===== src/logic/serial_bus_pkg.sv =====
// constants, types and register map of the two-wire bus mode engine
package serial_bus_pkg;

  // apb word
  typedef logic [31:0] word_t;

  // register byte addresses
  localparam logic [7:0] OFS_CTRL  = 8'h00; // control
  localparam logic [7:0] OFS_SHIFT = 8'h04; // serial_shift_reg
  localparam logic [7:0] OFS_OWN   = 8'h08; // own_address_reg
  localparam logic [7:0] OFS_STAT  = 8'h0c; // status, write one to clear start, stop and wake

  // control field positions
  localparam int CTL_EN         = 0; // channel_enable_bit
  localparam int CTL_WAKE_SEL   = 1; // wake_on_match_select
  localparam int CTL_LINE_B     = 2; // use data_line_b
  localparam int CTL_WAIT_EN    = 3; // insert slave wait each byte, except the ninth-clock wait after a sent byte the master refuses
  localparam int CTL_WAIT_NINTH = 4; // wait after ninth, else eighth
  localparam int CTL_W          = 5;

  // status field positions
  localparam int ST_MATCH = 0; // address_match_flag
  localparam int ST_START = 1; // start_detected_flag
  localparam int ST_STOP  = 2; // stop detected
  localparam int ST_WAKE  = 3; // wake event seen
  localparam int ST_WAIT  = 4; // clock held; write one releases
  localparam int ST_SEL   = 5; // addressed
  localparam int ST_DIR   = 6; // one: slave sends
  localparam int ST_ACK   = 7; // master acked last sent byte

  // reset values
  localparam logic [CTL_W-1:0] CTRL_RST = 5'h00;
  localparam logic [7:0] SHIFT_RST = 8'hff; // released line
  localparam logic [7:0] OWN_RST   = 8'h00;

  // bit slots within a byte
  localparam logic [3:0] LAST_DATA = 4'h7; // eighth rise is next
  localparam logic [3:0] BYTE_DONE = 4'h8; // eight bits taken
  localparam logic [3:0] ACK_DONE  = 4'h9; // acknowledge taken

  // byte phase of the slave
  typedef enum logic [2:0] {
    PH_IDLE, PH_ADDR, PH_RX, PH_TX, PH_SKIP
  } phase_t;

  // raw or synchronised pin levels
  typedef struct packed {
    logic scl;
    logic sda_a;
    logic sda_b;
  } line_trio_t;

endpackage : serial_bus_pkg


===== src/logic/pin_sync.sv =====
// two-flop synchroniser for the bus pin levels
`timescale 1ns/1ps
module pin_sync (
  // clock and reset
  input  wire logic                    clk,
  input  wire logic                    rst_n,
  // levels
  input  wire serial_bus_pkg::line_trio_t raw,
  output serial_bus_pkg::line_trio_t      synced
);
  import serial_bus_pkg::*;

  line_trio_t meta;      // first stage, read by second stage only
  line_trio_t next_meta; // next first stage
  line_trio_t next_sync; // next second stage

  // idle bus is high, so reset to released levels
  always_comb begin
    next_meta = raw;
    next_sync = meta;
  end

  // register both stages
  always_ff @(posedge clk) begin
    if (!rst_n) begin
      meta   <= '1;
      synced <= '1;
    end else begin
      meta   <= next_meta;
      synced <= next_sync;
    end
  end

endmodule : pin_sync


===== src/logic/two_wire_bus_mode_engine.sv =====
// two-wire bus slave engine with apb register access
//
// Implementation choices: the placing of the registers and the APB interface to the registers.
`timescale 1ns/1ps
module two_wire_bus_mode_engine (
  // clock and reset
  input  wire logic          CLOCK,
  input  wire logic          RST_N,
  // apb slave
  input  wire logic          PSEL,
  input  wire logic          PENABLE,
  input  wire logic          PWRITE,
  input  wire logic [7:0]    PADDR,
  input  wire logic [31:0]   PWDATA,
  output serial_bus_pkg::word_t PRDATA,
  output logic               PREADY,
  output logic               PSLVERR,
  // open-drain clock pin
  input  wire logic          SCL_IN,
  output logic               SCL_OUT,
  output logic               SCL_OE,
  // open-drain data pins
  input  wire logic          DATA_A_IN,
  output logic               DATA_A_OUT,
  output logic               DATA_A_OE,
  input  wire logic          DATA_B_IN,
  output logic               DATA_B_OUT,
  output logic               DATA_B_OE,
  // wake request to the processor
  output logic               WAKE_REQ
);
  import serial_bus_pkg::*;

  // decode of a mapped register address
  function automatic logic mapped(input logic [7:0] a);
    mapped = (a == OFS_CTRL) || (a == OFS_SHIFT) ||
             (a == OFS_OWN) || (a == OFS_STAT);
  endfunction : mapped

  line_trio_t       raw;       // pin levels as they arrive
  line_trio_t       cur;       // synchronised levels
  line_trio_t       prev;      // levels one cycle back
  logic [CTL_W-1:0] ctrl;      // control register
  logic [7:0]       shift;     // serial_shift_reg
  logic [7:0]       own;       // own_address_reg
  logic             match;     // address_match_flag
  logic             f_start;   // start_detected_flag
  logic             f_stop;    // stop seen
  logic             f_wake;    // wake seen
  logic             waiting;   // clock held low
  logic             selected;  // addressed slave
  logic             dir;       // slave sends when set
  logic             ack;       // master acked
  phase_t           phase;     // byte phase
  logic [3:0]       cnt;       // clock rises in this byte
  logic             sda_pull;  // pull data line low
  logic             scl_pull;  // pull clock line low
  word_t            rdata;     // registered read data
  logic             wake;      // wake pulse

  logic [CTL_W-1:0] next_ctrl;
  logic [7:0]       next_shift, next_own;
  logic             next_match, next_f_start, next_f_stop, next_f_wake;
  logic             next_waiting, next_selected, next_dir, next_ack;
  phase_t           next_phase;
  logic [3:0]       next_cnt;
  logic             next_sda_pull, next_scl_pull, next_wake;
  word_t            next_rdata;
  line_trio_t       next_prev;

  // bus events seen on synchronised levels
  logic en, sda, sda_old, scl_rise, scl_fall, start_ev, stop_ev, wr, hit;
  logic [7:0] stat;

  assign raw = '{scl: SCL_IN, sda_a: DATA_A_IN, sda_b: DATA_B_IN};

  // pins cross into the clock domain here
  pin_sync u_sync (
    .clk    (CLOCK),
    .rst_n  (RST_N),
    .raw    (raw),
    .synced (cur)
  );

  // edge and condition decode
  always_comb begin
    en       = ctrl[CTL_EN];
    sda      = ctrl[CTL_LINE_B] ? cur.sda_b : cur.sda_a;
    sda_old  = ctrl[CTL_LINE_B] ? prev.sda_b : prev.sda_a;
    scl_rise = cur.scl & ~prev.scl;
    scl_fall = ~cur.scl & prev.scl;
    start_ev = cur.scl & prev.scl & sda_old & ~sda;
    stop_ev  = cur.scl & prev.scl & ~sda_old & sda;
    hit      = (shift[6:0] == own[7:1]);
    wr       = PSEL & PENABLE & PWRITE & mapped(PADDR);
    stat     = {ack, dir, selected, waiting, f_wake, f_stop, f_start,
                match};
  end

  // register and engine next state; hardware sets win over clears
  always_comb begin
    next_ctrl     = ctrl;
    next_shift    = shift;
    next_own      = own;
    next_f_start  = f_start;
    next_f_stop   = f_stop;
    next_f_wake   = f_wake;
    next_waiting  = waiting;
    next_selected = selected;
    next_dir      = dir;
    next_ack      = ack;
    next_phase    = phase;
    next_cnt      = cnt;
    next_sda_pull = sda_pull;
    next_scl_pull = scl_pull;
    next_wake     = 1'b0;
    next_prev     = cur;
    next_rdata    = rdata;
    next_match    = en & (shift == own);
    // read data captured in the setup cycle
    if (PSEL && !PENABLE) begin
      case (PADDR)
        OFS_CTRL:  next_rdata = {27'h0, ctrl};
        OFS_SHIFT: next_rdata = {24'h0, shift};
        OFS_OWN:   next_rdata = {24'h0, own};
        OFS_STAT:  next_rdata = {24'h0, stat};
        default:   next_rdata = 32'h0;
      endcase
    end
    // software writes
    if (wr) begin
      case (PADDR)
        OFS_CTRL:  next_ctrl = PWDATA[CTL_W-1:0];
        OFS_SHIFT: next_shift = PWDATA[7:0];
        OFS_OWN:   next_own = PWDATA[7:0];
        OFS_STAT: begin
          if (PWDATA[ST_START]) next_f_start = 1'b0;
          if (PWDATA[ST_STOP]) next_f_stop = 1'b0;
          if (PWDATA[ST_WAKE]) next_f_wake = 1'b0;
          // release the stretched clock
          if (PWDATA[ST_WAIT] && waiting) begin
            next_waiting  = 1'b0;
            next_scl_pull = 1'b0;
            if (phase == PH_TX && cnt == 4'h0) begin
              next_sda_pull = ~shift[7];
            end
          end
        end
        default: next_ctrl = ctrl;
      endcase
    end
    // engine
    if (!en) begin
      // stopped channel lets go of both lines
      next_phase    = PH_IDLE;
      next_cnt      = 4'h0;
      next_sda_pull = 1'b0;
      next_scl_pull = 1'b0;
      next_waiting  = 1'b0;
      next_selected = 1'b0;
    end else if (start_ev) begin
      next_f_start  = 1'b1;
      next_phase    = PH_ADDR;
      next_cnt      = 4'h0;
      next_selected = 1'b0;
      next_sda_pull = 1'b0;
    end else if (stop_ev) begin
      next_f_stop   = 1'b1;
      next_phase    = PH_IDLE;
      next_selected = 1'b0;
      next_sda_pull = 1'b0;
      next_scl_pull = 1'b0;
      next_waiting  = 1'b0;
      // with wake select only an addressed transfer reports its end
      if (!ctrl[CTL_WAKE_SEL] || selected) begin
        next_wake = 1'b1;
      end
    end else if (phase != PH_IDLE && phase != PH_SKIP) begin
      if (scl_rise) begin
        if (cnt < BYTE_DONE) begin
          // sampling the bus also reads back our own sent bits
          next_shift = {shift[6:0], sda};
          next_cnt   = cnt + 4'h1;
          if (cnt == LAST_DATA && phase == PH_ADDR) begin
            if (hit) begin
              next_selected = 1'b1;
              next_dir      = sda;
              next_wake     = 1'b1;
            end else begin
              next_phase = PH_SKIP;
            end
          end else if (cnt == LAST_DATA && !ctrl[CTL_WAKE_SEL]) begin
            next_wake = 1'b1;
          end
        end else begin
          next_cnt = ACK_DONE;
          if (phase == PH_ADDR) begin
            next_phase = dir ? PH_TX : PH_RX;
          end else if (phase == PH_TX) begin
            next_ack = ~sda;
            // no ack means the master ends it; stay off the bus
            if (sda) next_phase = PH_SKIP;
          end
        end
      end else if (scl_fall) begin
        if (cnt == BYTE_DONE) begin
          // receiver acks, sender lets the line go
          next_sda_pull = (phase != PH_TX);
          if (ctrl[CTL_WAIT_EN] && !ctrl[CTL_WAIT_NINTH]) begin
            next_scl_pull = 1'b1;
            next_waiting  = 1'b1;
          end
        end else if (cnt == ACK_DONE) begin
          next_cnt      = 4'h0;
          next_sda_pull = (phase == PH_TX) & ~shift[7];
          if (ctrl[CTL_WAIT_EN] && ctrl[CTL_WAIT_NINTH]) begin
            next_scl_pull = 1'b1;
            next_waiting  = 1'b1;
          end
        end else if (phase == PH_TX) begin
          next_sda_pull = ~shift[7];
        end
      end
    end
    if (next_wake) next_f_wake = 1'b1;
  end

  // state registers
  always_ff @(posedge CLOCK) begin
    if (!RST_N) begin
      ctrl     <= CTRL_RST;
      shift    <= SHIFT_RST;
      own      <= OWN_RST;
      match    <= 1'b0;
      f_start  <= 1'b0;
      f_stop   <= 1'b0;
      f_wake   <= 1'b0;
      waiting  <= 1'b0;
      selected <= 1'b0;
      dir      <= 1'b0;
      ack      <= 1'b0;
      phase    <= PH_IDLE;
      cnt      <= 4'h0;
      sda_pull <= 1'b0;
      scl_pull <= 1'b0;
      wake     <= 1'b0;
      rdata    <= 32'h0;
      prev     <= '1;
    end else begin
      ctrl     <= next_ctrl;
      shift    <= next_shift;
      own      <= next_own;
      match    <= next_match;
      f_start  <= next_f_start;
      f_stop   <= next_f_stop;
      f_wake   <= next_f_wake;
      waiting  <= next_waiting;
      selected <= next_selected;
      dir      <= next_dir;
      ack      <= next_ack;
      phase    <= next_phase;
      cnt      <= next_cnt;
      sda_pull <= next_sda_pull;
      scl_pull <= next_scl_pull;
      wake     <= next_wake;
      rdata    <= next_rdata;
      prev     <= next_prev;
    end
  end

  // outputs; pins only ever pull low
  assign PRDATA     = rdata;
  assign PREADY     = 1'b1;
  assign PSLVERR    = PSEL & PENABLE & ~mapped(PADDR);
  assign SCL_OUT    = 1'b0;
  assign SCL_OE     = scl_pull;
  assign DATA_A_OUT = 1'b0;
  assign DATA_B_OUT = 1'b0;
  assign DATA_A_OE  = sda_pull & ~ctrl[CTL_LINE_B];
  assign DATA_B_OE  = sda_pull & ctrl[CTL_LINE_B];
  assign WAKE_REQ   = wake;
endmodule : two_wire_bus_mode_engine


===== config.mk =====
export PLATFORM = sky130hd
export DESIGN_NAME = two_wire_bus_mode_engine
export DESIGN_NICKNAME = d
export VERILOG_FILES = /design/src/logic/serial_bus_pkg.sv /design/src/logic/pin_sync.sv /design/src/logic/two_wire_bus_mode_engine.sv
export SDC_FILE = /design/constraint.sdc
export NUM_CORES = 1
export LEC_CHECK = 0
export BUFFER_PORTS_ARGS = -buffer_cell sky130_fd_sc_hd__buf_2
export CORE_MARGIN = 2
export CORE_UTILIZATION = 40
export CTS_CLUSTER_SIZE = 12
export DETAILED_ROUTE_END_ITERATION = 8
export PLACE_DENSITY = 0.67
export SYNTH_ARGS = -nofsm -noshare
export SYNTH_HDL_FRONTEND = slang
export SYNTH_SLANG_ARGS = --single-unit

===== constraint.sdc =====
create_clock -name CLOCK -period 2.1 [get_ports CLOCK]
set_clock_uncertainty 0.1 [all_clocks]
set_input_delay 0.42 -clock CLOCK [delete_from_list [all_inputs] [get_ports CLOCK]]
set_output_delay 0.42 -clock CLOCK [all_outputs]
set_load 0.01 [all_outputs]

Yosys cells after proc, flatten, opt, wreduce, memory -nomap -nowiden

Cells that the tools add are included.

Register bits: 80
Output and inout bits: 41
Word-level logic and storage cells: 201

Add/subtract/negate cells: 1
Magnitude comparators: 1
Equal/unequal tests: 17
Mux-type cells: 86
Bitwise gates (word level): 28
Reductions and logical operators: 41

Operators by type and width:

| cell                                           | number |
|---|---|
| 2-to-1 mux 1 bit                               | 66 |
| 2-to-1 mux 8 bit                               | 8 |
| case mux 8 bit (4 select lines)                | 1 |
| 2-to-1 mux 4 bit                               | 5 |
| 2-to-1 mux 3 bit                               | 6 |
| == test 8 x 4 -> 1 bit (second input constant) | 2 |
| AND reduction 8 bit                            | 2 |
| bitwise AND 1 bit                              | 15 |
| nonzero test 3 bit                             | 5 |
| inverter 1 bit                                 | 13 |
| AND reduction 6 bit                            | 2 |
| AND reduction 5 bit                            | 2 |
| nonzero test 2 bit                             | 5 |
| nonzero test 5 bit                             | 2 |
| == test 4 bit (second input constant)          | 2 |
| == test 8 x 3 -> 1 bit (second input constant) | 1 |
| == test 8 bit                                  | 1 |
| logical AND 1 bit                              | 8 |
| logical NOT 8 bit                              | 1 |
| == test 7 bit                                  | 1 |
| AND reduction 2 bit                            | 3 |
| adder 4 x 1 -> 4 bit (second input constant)   | 1 |
| == test 4 x 3 -> 1 bit (second input constant) | 1 |
| logical NOT 4 bit                              | 1 |
| other kinds (14)                               | 20 |

Longest topological paths before layout

Gate-level depths: netlist of the first run.

Depth after elaboration: 14
Mapped depth: 8

By module

Synthesis of the first run repeated with hierarchy kept, for this count alone.

Cells, all modules: 344
Area, all modules: 3086.7 µm²

Modules (own cells, without submodules):

| module                   | times used | cells an instance | area each (µm²) | sequential area each (µm²) |
|---|---|---|---|---|
| two_wire_bus_mode_engine | 1          | 332               | 2929.1          | 1001.0 |
| pin_sync                 | 1          | 12                | 157.7           | 120.1 |

Least setup slack after synthesis of the first run

Ideal clock, no wire load.

Path kind: input port to flip-flop
Start point: input port PADDR[5]
End point: register ctrl[0]
Setup time: 0.128 ns
Data arrival time: 1.872 ns
Path slack: 0.000 ns
Stages: 5
Path through: or4_4 or2_4 nor4_4 mux2i_1 nor2_1

Longest elaborated chain between the ends: 6
Elaborated cells on any way between the ends: 9

RTL lines:

| what                                                        | RTL line                                                        | text |
|---|---|---|
| start, declared                                             | two_wire_bus_mode_engine.sv:13                                  | `input wire logic [7:0] PADDR,` |
| == test 8 x 3 -> 1 bit or logical NOT 8 bit (tied branches) | two_wire_bus_mode_engine.sv:36, two_wire_bus_mode_engine.sv:132 |  |
| logical OR 1 bit (2 in series)                              | two_wire_bus_mode_engine.sv:36                                  | `mapped = (a == OFS_CTRL) \|\| (a == OFS_SHIFT) \|\|` |
| logical OR 1 bit                                            | two_wire_bus_mode_engine.sv:37                                  | `(a == OFS_OWN) \|\| (a == OFS_STAT);` |
| bitwise AND 1 bit                                           | two_wire_bus_mode_engine.sv:95                                  | `wr = PSEL & PENABLE & PWRITE & mapped(PADDR);` |
| AND reduction 2 bit (no line) *                             | n/a                                                             |  |
| end signal, assigned                                        | two_wire_bus_mode_engine.sv:250                                 | `ctrl <= next_ctrl;` |
| end, declared                                               | two_wire_bus_mode_engine.sv:43                                  | `logic [CTL_W-1:0] ctrl;` |

Mark *: on every way between the ends. The rest lies on a longest branch, timed or not.
A chain may end at the register's enable or synchronous reset.

Final worst setup path of the first run

Start point: input port PADDR[6]
End point: output port PSLVERR

Longest elaborated chain between the ends: 6
Elaborated cells on any way between the ends: 9

RTL lines:

| what                                                        | RTL line                        | text |
|---|---|---|
| == test 8 x 3 -> 1 bit or logical NOT 8 bit (tied branches) | two_wire_bus_mode_engine.sv:36  |  |
| logical OR 1 bit (2 in series)                              | two_wire_bus_mode_engine.sv:36  |  |
| logical OR 1 bit *                                          | two_wire_bus_mode_engine.sv:37  |  |
| inverter 1 bit *                                            | two_wire_bus_mode_engine.sv:274 | `assign PSLVERR = PSEL & PENABLE & ~mapped(PADDR);` |
| bitwise AND 1 bit *                                         | two_wire_bus_mode_engine.sv:274 |  |
| end, declared                                               | two_wire_bus_mode_engine.sv:17  | `output logic PSLVERR,` |

Marks and branches as above.

==> results of run 1 <==
## registers in the layout, summed over array words and instances (netlist names), 3 cells and up
register       cells
shift              8
ctrl               5
cnt                4
prev               3
PRDATA             8
own                8
u_sync.synced      3
u_sync.meta        3
phase              3
## cell type report
class / instances / area (um^2) / share of cell area [%]
multi-input cells: 267 / 1824 / 51.09
flip-flops and latches: 56 / 1121 / 31.39
repair buffers: 60 / 366.6 / 10.27
well taps: 102 / 127.6 / 3.574
clock buffers: 5 / 68.82 / 1.927
inverters: 9 / 33.78 / 0.9460
clock inverters: 3 / 28.78 / 0.8059
## what timing repair did
| item | CTS | global route |
|---|---|---|
| buffers inserted | 2 | 0 |
| setup endpoints to repair | 1 | 10 |
| pin swaps | 3 | 1 |
| hold endpoints to repair | 0 | 0 |
| gates resized for setup | 2 | 2 |
| hold buffers | 0 | 0 |
## stage by stage
| stage | setup slack (ns) | power (mW) | area [um^2] |
|---|---|---|---|
| final | 0.04092 | 1.865 | 3571 |
| after detailed placement | -0.09647 | 1.237 | 3437 |
| after floorplan | 0.07431 | 1.222 | 3222 |
| after CTS | 0.02196 | 1.882 | 3560 |
| after global routing | 0.02032 | 1.950 | 3571 |
| after global placement | -0.08946 | 1.236 | 3437 |
## logic make-up (layout without fill, tap and decap cells)
family | count (synthesis) | in the layout | synth area share [%]
DFF | 56 | 56 | 35.88
buffers and inverters | 49 | 77 | 9.331
adders and majority gates | 6 | 6 | 2.403
muxes | 34 | 34 | 13.06
AOI/OAI and AO/OA | 54 | 54 | 11.21
other | 2 | 28 | 0.2404
xor gates and xnor gates | 17 | 17 | 4.766
and+or+nand+nor | 128 | 128 | 23.11
## worst paths after layout
check | slack, ns | cells past startpoint | start | end
hold reg to reg | 0.32 | 1 | u_sync.meta[0] | u_sync.synced[0]
setup reg to reg | 0.13 | 5 | phase[0] | phase[1]
hold / removal | 0.18 | 2 | DATA_A_IN | u_sync.meta[1]
setup / recovery | 0.04 | 5 | PADDR[6] | PSLVERR
## cell usage in the layout (no fill, tap or decap), types with 3 or more instances in the layout
cell,instances
a22oi_1,10
xor2_1,5
mux4_2,5
a22o_1,3
clkbuf_8,5
buf_2,35
nand4_1,5
nand2b_1,10
or3b_2,3
dfxtp_1,56
a21oi_1,24
nand3_1,9
mux2i_1,25
and2_1,3
conb_1,28
nor2_1,41
nor2b_1,8
mux2_2,4
inv_1,8
nand3b_1,5
ha_1,6
o21ai_0,5
xnor2_1,12
nor4_4,3
buf_4,24
nand2_1,17
or2_2,4
## power by group through the flow
stage / sequential [mW] / combinational, mW / clock (mW)
6_report: 1.07 / 0.144 / 0.648
5_1_grt: 1.08 / 0.159 / 0.716
4_1_cts: 1.07 / 0.143 / 0.666
3_5_place_dp: 1.10 / 0.139 / 0
3_3_place_gp: 1.10 / 0.138 / 0
2_1_floorplan: 1.10 / 0.125 / 0
## worst max-delay path: stages
cell    delay (ns)
buf_2         0.09
or4_4         0.52
or2_4         0.24
and3_4        0.15
buf_6         0.11
## layer usage
layer / vias to the layer above / track usage (%) / wire length (um) / share of wire, %
met5: - / 0 / 0 / 0
met4: 0 / 3.607 / 34 / 0.48
met3: 2 / 2.848 / 354 / 5.0
met2: 76 / 28.10 / 3396 / 48
met1: 1181 / 23.21 / 3272 / 46
li1: 1266 / - / - / -
==> results.yml, run 1 <==
worst_setup_path:
  critical_path_class: "input pin to primary output"
  crit_fanout: 2
  arrival_ns: 1.54
  start_kind: "input pin"
  cp-end-kind: "primary output"
  cp_data_required_time_ns: 1.58
die:
  die_area_mm2: 0.008533
  num_io_pins: 89
  core_mm2: 0.007647
  fp.dieH_um: 92.38
  fp-row-count: 32
  die_x_um: 92.38
  start_util_pct: 40.85
power:
  p_seq_share_pct: 57.5
  power.leakage_nw: 1.509
  peakVddDrop_mv: 0.2531
  p_comb_share_pct: 7.7
  internal-power_mw: 1.378
  clockPowerShare_pct: 34.7
  power_density_mw_per_mm2: 522.4
  power.net_switching_mw: 0.4868
  swShare_pct: 26.10
clock_tree:
  path_clk_slew_ns: 0.11
  cts_tree: "built"
  clk_latency_ns: 0.32
  numCtsBuffers: 5
  cts_root_buf: "clkbuf_8"
  clock-sinks: 56
  clockBufferDepth: 2
  htreeDepth: 2
logic_synthesis:
  yosys.area.top_type: "dfxtp_1"
  syn_area_per_cell_um2: 9.030
  synth_cells: 346
  synth_area_leaders: "dfxtp_1 (36%), mux2i_1 (8.0%), buf_4 (6.7%)"
  synthArstFlopShare_pct: 0
  ys_seq_area_share_pct: 35.88
  synth-seq-cells: 56
  synth_common_cells: "dfxtp_1 (56), nor2_1 (42), buf_4 (28), mux2i_1 (25), a21oi_1 (24)"
  ys.flop_type: "dfxtp_1"
  synth_top_area_share_pct: 35.88
  synth_warnings: 0
  ys_types: 54
  synth.most_common_cell: "dfxtp_1"
  synth_area_mm2: 0.003124
  synth-edff-count: 0
layout:
  fin_cells: 502
  nets: 453
  antenna_cells: 0
  utilization_pct: 46.70
  layout-drive-gt1-share_pct: 23.50
  fill_cells: 757
  areaGrowthSynthToFinish_pct: 14.30
place:
  place_inst: 492
  gp_congestion: 0.8557
  port_buffers: 36
  place_hpwl_um: 5356
route:
  num_vias: 2525
  drt_iter0_markers: 145
  drc: 0
  avgRoutedWirePerCell_um: 14.06
  ant_nets: 0
  totalWireLength_um: 7057
  vias_per_cell: 5.030
  firstDrtPassIters: 4
timing:
  max_freq_mhz: 485.7
  worstMarginPinSlew_ns: 0.5334
  relSlewSlack_pct: 64.07
  holdWs_ns: 0.1804
  fin_crit_sh_pct: 98.05
  final_hold_viol_count: 0
  rsz0062_at_grt: "no"
  setup_viol: 0
  period_minus_slack_ns: 2.059
  report.final.slew_viol_count: 0
  final.setup.tns_ns: 0
status:
  status: "finished, final reports clean"
global_routing:
  first_global_vias: 2375
  track_usage_pct: 16.93
  grt_max_degree: 26
  antenna_found_initial: 0
  grt-ovfl-total: 0
  grt_pass1_wl_um: 11740
flow_run:
  maxCapViolations: 0
min_path:
  min_path_type: "input pin to flop"
Note: power is estimated with default switching activity, not from simulation.
==> run 2, diff against run 1 <==
Settings changed: PLACE_DENSITY 0.67 to unset.
Clock period 2.1 ns to 2.42 ns, I/O delays scaled along.
==> results.yml, run 2 (same netlist as run 1, synthesis figures left out) <==
status:
  status: "finished, final reports clean"
die:
  core_mm2: 0.007647
  fp.dieH_um: 92.38
  start_util_pct: 40.85
  fp-row-count: 32
  die_area_mm2: 0.008533
  die_x_um: 92.38
  num_io_pins: 89
route:
  num_vias: 2481
  firstDrtPassIters: 5
  avgRoutedWirePerCell_um: 14.06
  totalWireLength_um: 6891
  ant_nets: 0
  vias_per_cell: 5.063
  drc: 0
  drt_iter0_markers: 80
timing:
  relSlewSlack_pct: 59.95
  final_hold_viol_count: 0
  worstMarginPinSlew_ns: 0.5986
  period_minus_slack_ns: 2.328
  max_freq_mhz: 429.6
  fin_crit_sh_pct: 96.20
  setup_viol: 0
  report.final.slew_viol_count: 0
  rsz0062_at_grt: "no"
  final.setup.tns_ns: 0
power:
  power.leakage_nw: 1.442
  swShare_pct: 23.92
  internal-power_mw: 1.284
  power.net_switching_mw: 0.4038
  p_comb_share_pct: 6.9
  finalPower_mw: 1.688
  peakVddDrop_mv: 0.2080
  power_density_mw_per_mm2: 485.4
  clockPowerShare_pct: 37.9
  p_seq_share_pct: 55.2
clock_tree:
  htreeDepth: 2
  clock-sinks: 56
  path_clk_slew_ns: 0.10
  cts_root_buf: "clkbuf_8"
  cts_hold_buf: 0
  clockBufferDepth: 2
  clk_latency_ns: 0.32
  cts_setup_buffers: 0
  cts_resized: 0
  cts_tree: "built"
  numCtsBuffers: 5
layout:
  layout-drive-gt1-share_pct: 20.88
  areaGrowthSynthToFinish_pct: 11.29
  antenna_cells: 0
  nets: 441
  final_cell_mix: "dfxtp_1 (56), nor2_1 (42), buf_2 (36)"
  fill_cells: 747
  final_common_cell: "dfxtp_1"
worst_setup_path:
  critPathMaxStageDelay_ns: 0.55
  arrival_ns: 1.74
  crit_fanout: 3
  cpMaxStageDelayCell: "or4_4"
  path_cells: "buf_2 -> or4_4 -> or2_4 -> and3_2 -> buf_2"
  crit_top_cell: "buf_2"
  cp-end-kind: "primary output"
  cp_data_required_time_ns: 1.84
  start_kind: "input pin"
  critical_path_class: "input pin to primary output"
  r2r_setup_slack_ns: 0.24
global_routing:
  grt_max_degree: 26
  grt-ovfl-total: 0
  track_usage_pct: 16.40
  grt_pass1_wl_um: 11230
  antenna_found_initial: 0
  first_global_vias: 2256
flow_run:
  maxCapViolations: 0
place:
  place_hpwl_um: 5085
  port_buffers: 36
  gp_congestion: 0.8577
min_path:
  min_path_type: "input pin to flop"
## run 2: cell types whose count changed in the layout (fill, tap and decap cells not counted)
cell,delta
nor2_1,+1
and3_4,-1
inv_6,-2
and3_2,+1
buf_6,-1
buf_4,-12
nor2_2,-1
bufinv_16,+1
nor4_4,-1
clkinv_2,+1
buf_2,+1
nor4_2,+1
## run 2: area by class of cell
| class | count | area [um^2] | share of cell area (%) |
|---|---|---|---|
| Clock buffer | 5 | 68.82 | 1.979 |
| Clock inverter | 3 | 46.29 | 1.331 |
| Inverter | 9 | 33.78 | 0.9716 |
| Multi-Input combinational cell | 267 | 1809 | 52.03 |
| Sequential cell | 56 | 1121 | 32.24 |
| Tap cell | 102 | 127.6 | 3.670 |
| Timing Repair Buffer | 48 | 270.3 | 7.773 |
## run 2: path summary, 6_finish.rpt
path	start	end	depth (start not counted)
setup reg to reg	prev[2]	shift[5]	7
hold reg to reg	u_sync.meta[1]	u_sync.synced[1]	1
setup / recovery	PADDR[5]	PSLVERR	5
hold / removal	DATA_A_IN	u_sync.meta[1]	2
## run 2: worst max-delay path: cells and delay by family
family | cells | cell delay (ns)
and+or+nand+nor | 3 | 1.03
buffers and inverters | 2 | 0.23
## run 2: power by group through the flow
stage / combinational (mW) / clock (mW) / sequential, mW
2_1_floorplan: 0.109 / 0 / 0.952
3_3_place_gp: 0.116 / 0 / 0.952
3_5_place_dp: 0.117 / 0 / 0.953
4_1_cts: 0.117 / 0.661 / 0.932
5_1_grt: 0.130 / 0.697 / 0.933
6_report: 0.117 / 0.640 / 0.931
## run 2: per-layer routing
metal  up-vias  GRT usage [%]  wire length (um)  part of all wire, %
met5         -              0                 0                    0
met4         0          4.104                73                  1.1
met3         6          2.848               324                  4.7
met2        66          26.95              3325                   48
met1      1162          22.42              3167                   46
li1       1247              -                 -                    -
## run 2: per-stage QoR
step	hold slack (ns)	util [%]	instances	area, um^2	worst slack, ns
after floorplan	0.2863	-	372	3222	0.2559
after global placement	0.2882	43.96	482	3362	0.09830
after detailed placement	0.2928	43.96	482	3362	0.08593
after CTS	0.2373	45.47	490	3477	0.08661
after global routing	0.2278	45.47	490	3477	0.05885
final	0.2422	45.47	490	3477	0.09199
